## src/design/tppg_defines.vh

```
// Summary of operation
// - mode code 011 selects pulse generation
// - one-shot when select is 1, else continuous
// - flip-flop select sets idle output level
// - run bit starts; mode bits locked while running
// - match B drives output to opposite level
// - match A restores level, raises interrupt
// - one-shot match A clears run bit
// - continuous match A clears counter to zero
// - run bit low returns output to idle
// - one-shot select writable while running
// - double buffer loads compares on match A
// - unbuffered writes act at once, may overflow
// - low byte buffered, high byte commits both
// - buffered read returns last written value
// - stopped writes update buffer and active together
// - filter passes level after three equal samples
// - nonzero filter setting runs regardless of run
// - filter setting writable only while stopped
// - filter intervals 2, 4, 256 gear clocks
// - slow mode: 11 uses low clock/2, 01 and 10 block, 00 passes pin
`ifndef TPPG_DEFINES_VH
`define TPPG_DEFINES_VH
`define TPPG_OFF_MODE   12'h000
`define TPPG_OFF_CTRL   12'h004
`define TPPG_OFF_CMPA_L 12'h008
`define TPPG_OFF_CMPA_H 12'h00c
`define TPPG_OFF_CMPB_L 12'h010
`define TPPG_OFF_CMPB_H 12'h014
`define TPPG_OFF_STAT   12'h018
// mode register fields
`define TPPG_MODE_LSB   0
`define TPPG_CK_LSB     3
`define TPPG_MODE_PPG   3'h3
// control register fields
`define TPPG_CR_RUN     0
`define TPPG_CR_ONESHOT 1
`define TPPG_CR_TFF     2
`define TPPG_CR_OVE     3
`define TPPG_CR_DBF     4
`define TPPG_CR_NC_LSB  5
`define TPPG_CR_SLOW    7
`define TPPG_NC_DIV1    9'h002
`define TPPG_NC_DIV2    9'h004
`define TPPG_NC_DIV3    9'h100
`define TPPG_NC_SLOWDIV 9'h002
`define TPPG_CMP_RESET  16'hffff
`define TPPG_RESP_OKAY  2'b00
`define TPPG_RESP_SLVERR 2'b10
`endif

```

## src/design/tppg_top.v

```verilog
// The implementer's own choices: the address map and the AXI4-Lite slave port.
`timescale 1ns/1ps
`include "tppg_defines.vh"
module tppg_top (
  input  wire        CLK_SYS,
  input  wire        RST_B,
  input  wire [11:0] S_AXI_AWADDR,
  input  wire        S_AXI_AWVALID,
  output reg         S_AXI_AWREADY,
  input  wire [31:0] S_AXI_WDATA,
  input  wire [3:0]  S_AXI_WSTRB,
  input  wire        S_AXI_WVALID,
  output reg         S_AXI_WREADY,
  output reg  [1:0]  S_AXI_BRESP,
  output reg         S_AXI_BVALID,
  input  wire        S_AXI_BREADY,
  input  wire [11:0] S_AXI_ARADDR,
  input  wire        S_AXI_ARVALID,
  output reg         S_AXI_ARREADY,
  output reg  [31:0] S_AXI_RDATA,
  output reg  [1:0]  S_AXI_RRESP,
  output reg         S_AXI_RVALID,
  input  wire        S_AXI_RREADY,
  input  wire        CNT_TICK,
  input  wire        LOW_FREQ_TICK,
  input  wire        TIMER_INPUT_PIN,
  output reg         PULSE_OUTPUT_PIN,
  output reg         TIMER_IRQ,
  output reg         FILTERED_INPUT
);

  // ------------------------------------------------------------
  // reset release
  // ------------------------------------------------------------
  reg        rst_s1_reg;
  reg        rst_s2_reg;
  wire       rst_b = rst_s2_reg;

  always @(posedge CLK_SYS or negedge RST_B) begin
    if (!RST_B) begin
      rst_s1_reg <= 1'b0;
      rst_s2_reg <= 1'b0;
    end else begin
      rst_s1_reg <= 1'b1;
      rst_s2_reg <= rst_s1_reg;
    end
  end

  // ------------------------------------------------------------
  // state
  // ------------------------------------------------------------
  reg  [5:0]  mode_reg;
  reg         run_reg;
  reg         one_shot_reg;
  reg         tff_sel_reg;
  reg         ovf_irq_en_reg;
  reg         dbuf_en_reg;
  reg  [1:0]  nc_sel_reg;
  reg         slow_mode_reg;
  reg  [7:0]  temp_low_reg;
  reg  [15:0] cmpa_buf_reg;
  reg  [15:0] cmpb_buf_reg;
  reg  [15:0] cmpa_act_reg;
  reg  [15:0] cmpb_act_reg;
  reg  [15:0] count_reg;
  reg  [8:0]  nc_div_reg;
  reg  [1:0]  nc_cnt_reg;
  reg         nc_last_reg;

  reg         aw_held_reg;
  reg  [11:0] aw_addr_reg;
  reg         w_held_reg;
  reg  [31:0] w_data_reg;
  reg  [3:0]  w_strb_reg;

  wire        ppg_mode = (mode_reg[2:0] == `TPPG_MODE_PPG);
  wire        match_a  = run_reg && ppg_mode && (count_reg == cmpa_act_reg);
  wire        match_b  = run_reg && ppg_mode && (count_reg == cmpb_act_reg);

  // ------------------------------------------------------------
  // write channel
  // ------------------------------------------------------------
  wire        wr_go   = aw_held_reg && w_held_reg && !S_AXI_BVALID;
  wire        wr_lane = w_strb_reg[0];
  wire [7:0]  wbyte   = w_data_reg[7:0];
  wire        wr_mode = wr_go && wr_lane && (aw_addr_reg == `TPPG_OFF_MODE);
  wire        wr_ctrl = wr_go && wr_lane && (aw_addr_reg == `TPPG_OFF_CTRL);
  wire        wr_al   = wr_go && wr_lane && (aw_addr_reg == `TPPG_OFF_CMPA_L);
  wire        wr_ah   = wr_go && wr_lane && (aw_addr_reg == `TPPG_OFF_CMPA_H);
  wire        wr_bl   = wr_go && wr_lane && (aw_addr_reg == `TPPG_OFF_CMPB_L);
  wire        wr_bh   = wr_go && wr_lane && (aw_addr_reg == `TPPG_OFF_CMPB_H);

  function wr_mapped;
    input [11:0] a;
    begin
      wr_mapped = (a == `TPPG_OFF_MODE) || (a == `TPPG_OFF_CTRL) ||
                  (a == `TPPG_OFF_CMPA_L) || (a == `TPPG_OFF_CMPA_H) ||
                  (a == `TPPG_OFF_CMPB_L) || (a == `TPPG_OFF_CMPB_H) ||
                  (a == `TPPG_OFF_STAT);
    end
  endfunction

  always @(posedge CLK_SYS or negedge rst_b) begin
    if (!rst_b) begin
      aw_held_reg   <= 1'b0;
      aw_addr_reg   <= 12'h000;
      w_held_reg    <= 1'b0;
      w_data_reg    <= 32'h0000_0000;
      w_strb_reg    <= 4'h0;
      S_AXI_AWREADY <= 1'b0;
      S_AXI_WREADY  <= 1'b0;
      S_AXI_BVALID  <= 1'b0;
      S_AXI_BRESP   <= `TPPG_RESP_OKAY;
    end else begin
      S_AXI_AWREADY <= !aw_held_reg && !S_AXI_AWREADY;
      S_AXI_WREADY  <= !w_held_reg && !S_AXI_WREADY;
      if (S_AXI_AWVALID && S_AXI_AWREADY) begin
        aw_held_reg   <= 1'b1;
        aw_addr_reg   <= {S_AXI_AWADDR[11:2], 2'b00};
        S_AXI_AWREADY <= 1'b0;
      end
      if (S_AXI_WVALID && S_AXI_WREADY) begin
        w_held_reg   <= 1'b1;
        w_data_reg   <= S_AXI_WDATA;
        w_strb_reg   <= S_AXI_WSTRB;
        S_AXI_WREADY <= 1'b0;
      end
      if (wr_go) begin
        S_AXI_BVALID <= 1'b1;
        S_AXI_BRESP  <= wr_mapped(aw_addr_reg) ? `TPPG_RESP_OKAY : `TPPG_RESP_SLVERR;
      end else if (S_AXI_BVALID && S_AXI_BREADY) begin
        S_AXI_BVALID <= 1'b0;
        aw_held_reg  <= 1'b0;
        w_held_reg   <= 1'b0;
      end
    end
  end

  // ------------------------------------------------------------
  // read channel
  // ------------------------------------------------------------
  always @(posedge CLK_SYS or negedge rst_b) begin
    if (!rst_b) begin
      S_AXI_ARREADY <= 1'b0;
      S_AXI_RVALID  <= 1'b0;
      S_AXI_RDATA   <= 32'h0000_0000;
      S_AXI_RRESP   <= `TPPG_RESP_OKAY;
    end else begin
      S_AXI_ARREADY <= !S_AXI_RVALID && !S_AXI_ARREADY && !S_AXI_ARVALID;
      if (S_AXI_ARVALID && !S_AXI_RVALID && !S_AXI_ARREADY) begin
        S_AXI_ARREADY <= 1'b1;
      end
      if (S_AXI_ARVALID && S_AXI_ARREADY) begin
        S_AXI_ARREADY <= 1'b0;
        S_AXI_RVALID  <= 1'b1;
        S_AXI_RRESP   <= wr_mapped({S_AXI_ARADDR[11:2], 2'b00}) ?
                         `TPPG_RESP_OKAY : `TPPG_RESP_SLVERR;
        // buffer values are read back, not the active compares
        case ({S_AXI_ARADDR[11:2], 2'b00})
          `TPPG_OFF_MODE:   S_AXI_RDATA <= {26'h0, mode_reg};
          `TPPG_OFF_CTRL:   S_AXI_RDATA <= {24'h0, slow_mode_reg, nc_sel_reg, dbuf_en_reg,
                                            ovf_irq_en_reg, tff_sel_reg, one_shot_reg,
                                            run_reg};
          `TPPG_OFF_CMPA_L: S_AXI_RDATA <= {24'h0, cmpa_buf_reg[7:0]};
          `TPPG_OFF_CMPA_H: S_AXI_RDATA <= {24'h0, cmpa_buf_reg[15:8]};
          `TPPG_OFF_CMPB_L: S_AXI_RDATA <= {24'h0, cmpb_buf_reg[7:0]};
          `TPPG_OFF_CMPB_H: S_AXI_RDATA <= {24'h0, cmpb_buf_reg[15:8]};
          `TPPG_OFF_STAT:   S_AXI_RDATA <= {15'h0, PULSE_OUTPUT_PIN, count_reg};
          default:          S_AXI_RDATA <= 32'h0000_0000;
        endcase
      end else if (S_AXI_RVALID && S_AXI_RREADY) begin
        S_AXI_RVALID <= 1'b0;
      end
    end
  end

  // ------------------------------------------------------------
  // control, compare registers and counter
  // ------------------------------------------------------------
  always @(posedge CLK_SYS or negedge rst_b) begin
    if (!rst_b) begin
      mode_reg       <= 6'h00;
      run_reg        <= 1'b0;
      one_shot_reg   <= 1'b0;
      tff_sel_reg    <= 1'b0;
      ovf_irq_en_reg <= 1'b0;
      dbuf_en_reg    <= 1'b0;
      nc_sel_reg     <= 2'b00;
      slow_mode_reg  <= 1'b0;
      temp_low_reg   <= 8'h00;
      cmpa_buf_reg   <= `TPPG_CMP_RESET;
      cmpb_buf_reg   <= `TPPG_CMP_RESET;
      cmpa_act_reg   <= `TPPG_CMP_RESET;
      cmpb_act_reg   <= `TPPG_CMP_RESET;
      count_reg      <= 16'h0000;
    end else begin
      if (wr_mode && !run_reg) begin
        mode_reg <= wbyte[5:0];
      end
      if (wr_ctrl) begin
        one_shot_reg <= wbyte[`TPPG_CR_ONESHOT];
        dbuf_en_reg  <= wbyte[`TPPG_CR_DBF];
        if (!run_reg) begin
          tff_sel_reg    <= wbyte[`TPPG_CR_TFF];
          ovf_irq_en_reg <= wbyte[`TPPG_CR_OVE];
          nc_sel_reg     <= wbyte[`TPPG_CR_NC_LSB +: 2];
          slow_mode_reg  <= wbyte[`TPPG_CR_SLOW];
        end
      end
      if (wr_al || wr_bl) begin
        temp_low_reg <= wbyte;
      end
      if (wr_ah) begin
        cmpa_buf_reg <= {wbyte, temp_low_reg};
        if (!run_reg || !dbuf_en_reg) begin
          cmpa_act_reg <= {wbyte, temp_low_reg};
        end
      end
      if (wr_bh) begin
        cmpb_buf_reg <= {wbyte, temp_low_reg};
        if (!run_reg || !dbuf_en_reg) begin
          cmpb_act_reg <= {wbyte, temp_low_reg};
        end
      end
      // counting; a compare written below the count wraps through overflow
      if (run_reg && ppg_mode) begin
        if (match_a) begin
          if (dbuf_en_reg) begin
            cmpa_act_reg <= cmpa_buf_reg;
            cmpb_act_reg <= cmpb_buf_reg;
          end
          count_reg <= 16'h0000;
        end else if (CNT_TICK) begin
          count_reg <= count_reg + 16'h0001;
        end
      end else if (!run_reg) begin
        count_reg <= 16'h0000;
      end
      // run bit: software write, one-shot stop wins over it
      if (match_a && one_shot_reg) begin
        run_reg <= 1'b0;
      end else if (wr_ctrl) begin
        run_reg <= wbyte[`TPPG_CR_RUN];
      end
    end
  end

  // ------------------------------------------------------------
  // pulse output and interrupt
  // ------------------------------------------------------------
  always @(posedge CLK_SYS or negedge rst_b) begin
    if (!rst_b) begin
      PULSE_OUTPUT_PIN <= 1'b0;
      TIMER_IRQ        <= 1'b0;
    end else begin
      TIMER_IRQ <= match_a;
      if (!run_reg || !ppg_mode || match_a) begin
        PULSE_OUTPUT_PIN <= tff_sel_reg;
      end else if (match_b) begin
        PULSE_OUTPUT_PIN <= !tff_sel_reg;
      end
    end
  end

  // ------------------------------------------------------------
  // noise canceller
  // ------------------------------------------------------------
  reg  [8:0] nc_period;
  reg        nc_block;
  always @* begin
    nc_block  = 1'b0;
    nc_period = `TPPG_NC_DIV1;
    case (nc_sel_reg)
      2'b01:   nc_period = `TPPG_NC_DIV1;
      2'b10:   nc_period = `TPPG_NC_DIV2;
      2'b11:   nc_period = slow_mode_reg ? `TPPG_NC_SLOWDIV : `TPPG_NC_DIV3;
      default: nc_period = `TPPG_NC_DIV1;
    endcase
    if (slow_mode_reg && (nc_sel_reg == 2'b01 || nc_sel_reg == 2'b10)) begin
      nc_block = 1'b1;
    end
  end

  // slow mode samples count low-frequency ticks instead of system clocks
  wire nc_step   = slow_mode_reg ? LOW_FREQ_TICK : 1'b1;
  wire nc_sample = nc_step && (nc_div_reg == nc_period - 9'h001);

  always @(posedge CLK_SYS or negedge rst_b) begin
    if (!rst_b) begin
      nc_div_reg     <= 9'h000;
      nc_cnt_reg     <= 2'b00;
      nc_last_reg    <= 1'b0;
      FILTERED_INPUT <= 1'b0;
    end else if (nc_block) begin
      nc_div_reg     <= 9'h000;
      nc_cnt_reg     <= 2'b00;
      FILTERED_INPUT <= 1'b0;
    end else if (nc_sel_reg == 2'b00) begin
      nc_div_reg     <= 9'h000;
      nc_cnt_reg     <= 2'b00;
      FILTERED_INPUT <= TIMER_INPUT_PIN;
    end else if (nc_step) begin
      nc_div_reg <= nc_sample ? 9'h000 : nc_div_reg + 9'h001;
      if (nc_sample) begin
        nc_last_reg <= TIMER_INPUT_PIN;
        if (TIMER_INPUT_PIN != nc_last_reg) begin
          nc_cnt_reg <= 2'b01;
        end else if (nc_cnt_reg != 2'b11) begin
          nc_cnt_reg <= nc_cnt_reg + 2'b01;
        end
        if (TIMER_INPUT_PIN == nc_last_reg && nc_cnt_reg == 2'b10) begin
          FILTERED_INPUT <= TIMER_INPUT_PIN;
        end
      end
    end
  end

endmodule

```

## config.mk

```make
export PLATFORM = sky130hd
export DESIGN_NAME = tppg_top
export DESIGN_NICKNAME = d
export VERILOG_FILES = /design/src/design/tppg_top.v
export VERILOG_INCLUDE_DIRS = /design/src /design/src/design
export SDC_FILE = /design/constraint.sdc
export NUM_CORES = 1
export LEC_CHECK = 0
export BUFFER_PORTS_ARGS = -buffer_cell sky130_fd_sc_hd__buf_2
export CORE_MARGIN = 2
export CORE_UTILIZATION = 30
export DETAILED_ROUTE_END_ITERATION = 7
export PLACE_DENSITY = 0.44
export SYNTH_ARGS = -nofsm -noshare
export SYNTH_HDL_FRONTEND = slang
export SYNTH_SLANG_ARGS = --single-unit
```

## constraint.sdc

```tcl
create_clock -name CLK_SYS -period 8.06 [get_ports CLK_SYS]
set_clock_uncertainty 0.1 [all_clocks]
set_input_delay 0.806 -clock CLK_SYS [delete_from_list [all_inputs] [get_ports CLK_SYS]]
set_output_delay 0.806 -clock CLK_SYS [all_outputs]
set_load 0.02 [all_outputs]
```

==> results.md <==
- Global route overflow: 0
- Number of global-route vias before repair: about 5700
- Synth-to-Final Area Change: 13.82%
- Number of flip-flops in the largest register: 17
- Final-layout worst hold slack: 63.87 ps
- Routed vias: around 5500
- Maximum root-to-sink buffer count: 2
- Shortest clock period the worst path allows after layout: about 3100 ps
- Count of buffers added by post-CTS timing repair for setup: 0
- Number of rows in the core area: 60
- Critical path capture point type: flop
- Async S/R FF share, synth: 1.000
- H-Tree Depth: 4
- RSZ-0062 raised after global routing: false
- Final hold violation count: 0
- I/O pins: 114
- Total die area: 28470 µm²
- Cell depth of the worst flop-to-flop path: 5
- Largest register by flop count: S_AXI_RDATA
- Final setup fails: 0
- Library cell used as clock root buffer: sky130_fd_sc_hd__clkbuf_16
- Met2 track demand over resource: 0.2527
- DRC violations left: 0
- Total inserted antenna cells: 0
- Post_cts resized: 0
- Average wire per standard cell: around 18 µm
- Max-Cap Viols: 0
- Routed vias/inst: approximately 4.9
- Transition time of the tightest slew-check pin: 1128 ps
- Die Ht: 168.7 µm
- All-layer global routing usage: 0.1534
- Final slew viol count: 0
- Highest net fanout along the worst path: 17
- Multi-input gate area in the final layout: 3654 µm²
- Most common cell after layout, fill and taps aside: sky130_fd_sc_hd__dfrtp_1
- Final critical-path share of the clock period: 0.3847
- Met1 demand-to-capacity share in global routing: 0.2052
- Number of buffers created by CTS: 17
- Initial detailed-routing violation count: 251
- CTS tree: built
- Number of distinct library cells after synthesis: 54
- Nets: 848
- Most used flip-flop cell after synthesis: sky130_fd_sc_hd__dfrtp_1
- Final total negative setup slack: 0 ps
- Finished Layout Cells: around 1100
- Flops & latches, synth: roughly 160
- Class of the most critical hold timing path: in -> async
- Number of enable flip-flop cells after synthesis: 0
- Netlist Area Pre-Place: roughly 8100 µm²
- Cell area after layout: between 9000 and 10000 µm²
- Commonest cells after routing, fill and taps aside: 99 x sky130_fd_sc_hd__dfrtp_1, 76 x sky130_fd_sc_hd__nor2_1, 74 x sky130_fd_sc_hd__mux2_2, 65 x sky130_fd_sc_hd__buf_2, 64 x sky130_fd_sc_hd__dfstp_2
- First-pass detailed-route iteration total: 4
- Top Usage Layer GRT: met2
- Average footprint of a synthesized cell: 11.31 µm²
- Post-Synthesis Cells: 720
- Power density over the cells: between 200 and 250 nW/µm²
- First-pass GRT wire length: roughly 33 mm
- Category of the most critical setup path: reg -> reg
- Pwr Total: 2.199 mW
- Count of filler cells inserted in the layout: 2649
- Leakage power: 4.097 nW
- Post-detailed-route count of antenna-violating nets: 0
- Initial Util: 0.3037
- Placed standard-cell area: roughly 8700 µm²
- Clock transition at the register clock pins on the worst setup and hold paths after CTS: approximately 70 ps
- Flip-flop and latch area: 4188 µm²
- Antenna violations before repair: 0
- Hold-fix buffers at CTS: 0
- Final RePlAce weighted congestion: 0.7705
- Fraction of final layout cells with drive strength greater than 1: 0.3248
- Outcome: finished clean
- Die outline width: 168.7 µm
- Count of buffers inserted at the top-level ports: between 60 and 70
- Core region area: ~27000 µm²
- Met3 Use GR: 0.02806
- IR drop worst, VDD: 0.1381 mV
- Maximum clock frequency: 0.3225 GHz
- Sequential element share of the synthesized area: 0.5140
- Placed wire-length estimate: approximately 15 mm
- Req. time, crit path: 8270 ps
- Arrival time at the worst endpoint: 3310 ps
- Worst slew slack as a fraction of its limit: 0.2467
- Startpoint Class: flop
- Count of synthesis-stage warnings from yosys: 0
- Clock sink total: 164
- Post-Route WL: between 20 and 25 mm
- Cell total after placement: 1091
- Pin count of the biggest net entering global routing: 71
- Clock network latency to the later pin of the worst-skew pair: roughly 440 ps
[synthesized netlist by cell type (all sizes together) (2+ instances only)]
master | instances | area share
dfrtp | 100 | 0.31
nor2 | 77 | 0.036
mux2 | 74 | 0.10
dfstp | 64 | 0.21
a21oi | 62 | 0.040
mux2i | 42 | 0.052
nand2 | 33 | 0.015
buf | 30 | 0.029
xor2 | 27 | 0.029
clkbuf | 25 | 0.012
o21ai | 25 | 0.015
xnor2 | 23 | 0.028
nand3 | 16 | 0.0098
a22o | 14 | 0.015
nand4 | 12 | 0.010
inv | 11 | 0.0051
a211oi | 9 | 0.0098
ha | 9 | 0.014
or3 | 8 | 0.0061
nor4 | 7 | 0.0091
nor3 | 5 | 0.0043
a221o | 4 | 0.0049
and2 | 4 | 0.0031
and3 | 4 | 0.0031
nand2b | 4 | 0.0031
a22oi | 3 | 0.0028
a31oi | 3 | 0.0023
nand3b | 3 | 0.0028
nor2b | 3 | 0.0023
a21boi | 2 | 0.0018
and4b | 2 | 0.0025
conb | 2 | 0.00092
o31ai | 2 | 0.0018
or4 | 2 | 0.0018
[worst max-delay path: stages (launching register included)]
cell and delay, ps:
sky130_fd_sc_hd__dfrtp_1 400, sky130_fd_sc_hd__nor4_4 390, sky130_fd_sc_hd__nand4_2 720, sky130_fd_sc_hd__a21oi_4 970, sky130_fd_sc_hd__mux2i_1 280, sky130_fd_sc_hd__a21oi_1 90
[per-stage QoR]
step | utilization | setup WS (ps)
final | 0.3457 | 4960
after floorplan | - | 3164
after global placement | 0.3233 | 4934
after global routing | 0.3457 | 4760
after CTS | 0.3457 | 4871
after detailed placement | 0.3233 | 4892
[area by class of cell]
cell class,count,share of cell area
Tap cell,341,0.04605
Inverter,11,0.004456
Sequential cell,164,0.4520
Multi-Input combinational cell,506,0.3943
Timing Repair Buffer,69,0.03835
Clock buffer,20,0.04929
Clock inverter,12,0.01553
[per-layer routing]
layer / vias up / share of wire
met5: - / 0
met4: 0 / 0.0054
met3: 4 / 0.039
met2: 104 / 0.49
met1: 2799 / 0.46
li1: 2596 / -
[worst paths after layout]
path                                                 start                          end  slack (ps)
worst max register to register  aw_addr_reg[9]$_DFFE_PN0P_    cmpb_act_reg[5]$_DFF_PN1_        4960
worst min register to register        rst_s1_reg$_DFF_PN0_              rst_b$_DFF_PN0_         260
min in group CLK_SYS                  rst_s1_reg$_DFF_PN0_              rst_b$_DFF_PN0_         260
worst max-delay path            aw_addr_reg[9]$_DFFE_PN0P_    cmpb_act_reg[5]$_DFF_PN1_        4960
max in group asynchronous                  rst_b$_DFF_PN0_  temp_low_reg[5]$_DFFE_PN0P_        5640
worst min-delay path                                 RST_B              rst_b$_DFF_PN0_          60
[kinds of logic (layout without fill, tap and decap cells)]
family | after synthesis | after routing | share of synthesized area
compound gates | 130 | 130 | 0.1014
xor+xnor | 50 | 50 | 0.05656
fa+ha+maj | 9 | 9 | 0.01383
buf+inv | 66 | 112 | 0.04519
flops | 164 | 164 | 0.5140
mux | 116 | 116 | 0.1540
other cells | 2 | 18 | 0.0009226
simple gates | 183 | 183 | 0.1140
[report_power, final]
part,internal [mW],leakage [nW],switching [mW],total (mW)
Combinational,0.133,1.84,0.155,0.288
Sequential,0.927,1.96,0.154,1.08
Clock,0.480,0.290,0.349,0.829
Total,1.54,4.10,0.658,2.20
Power figures use the tool's default switching activity.
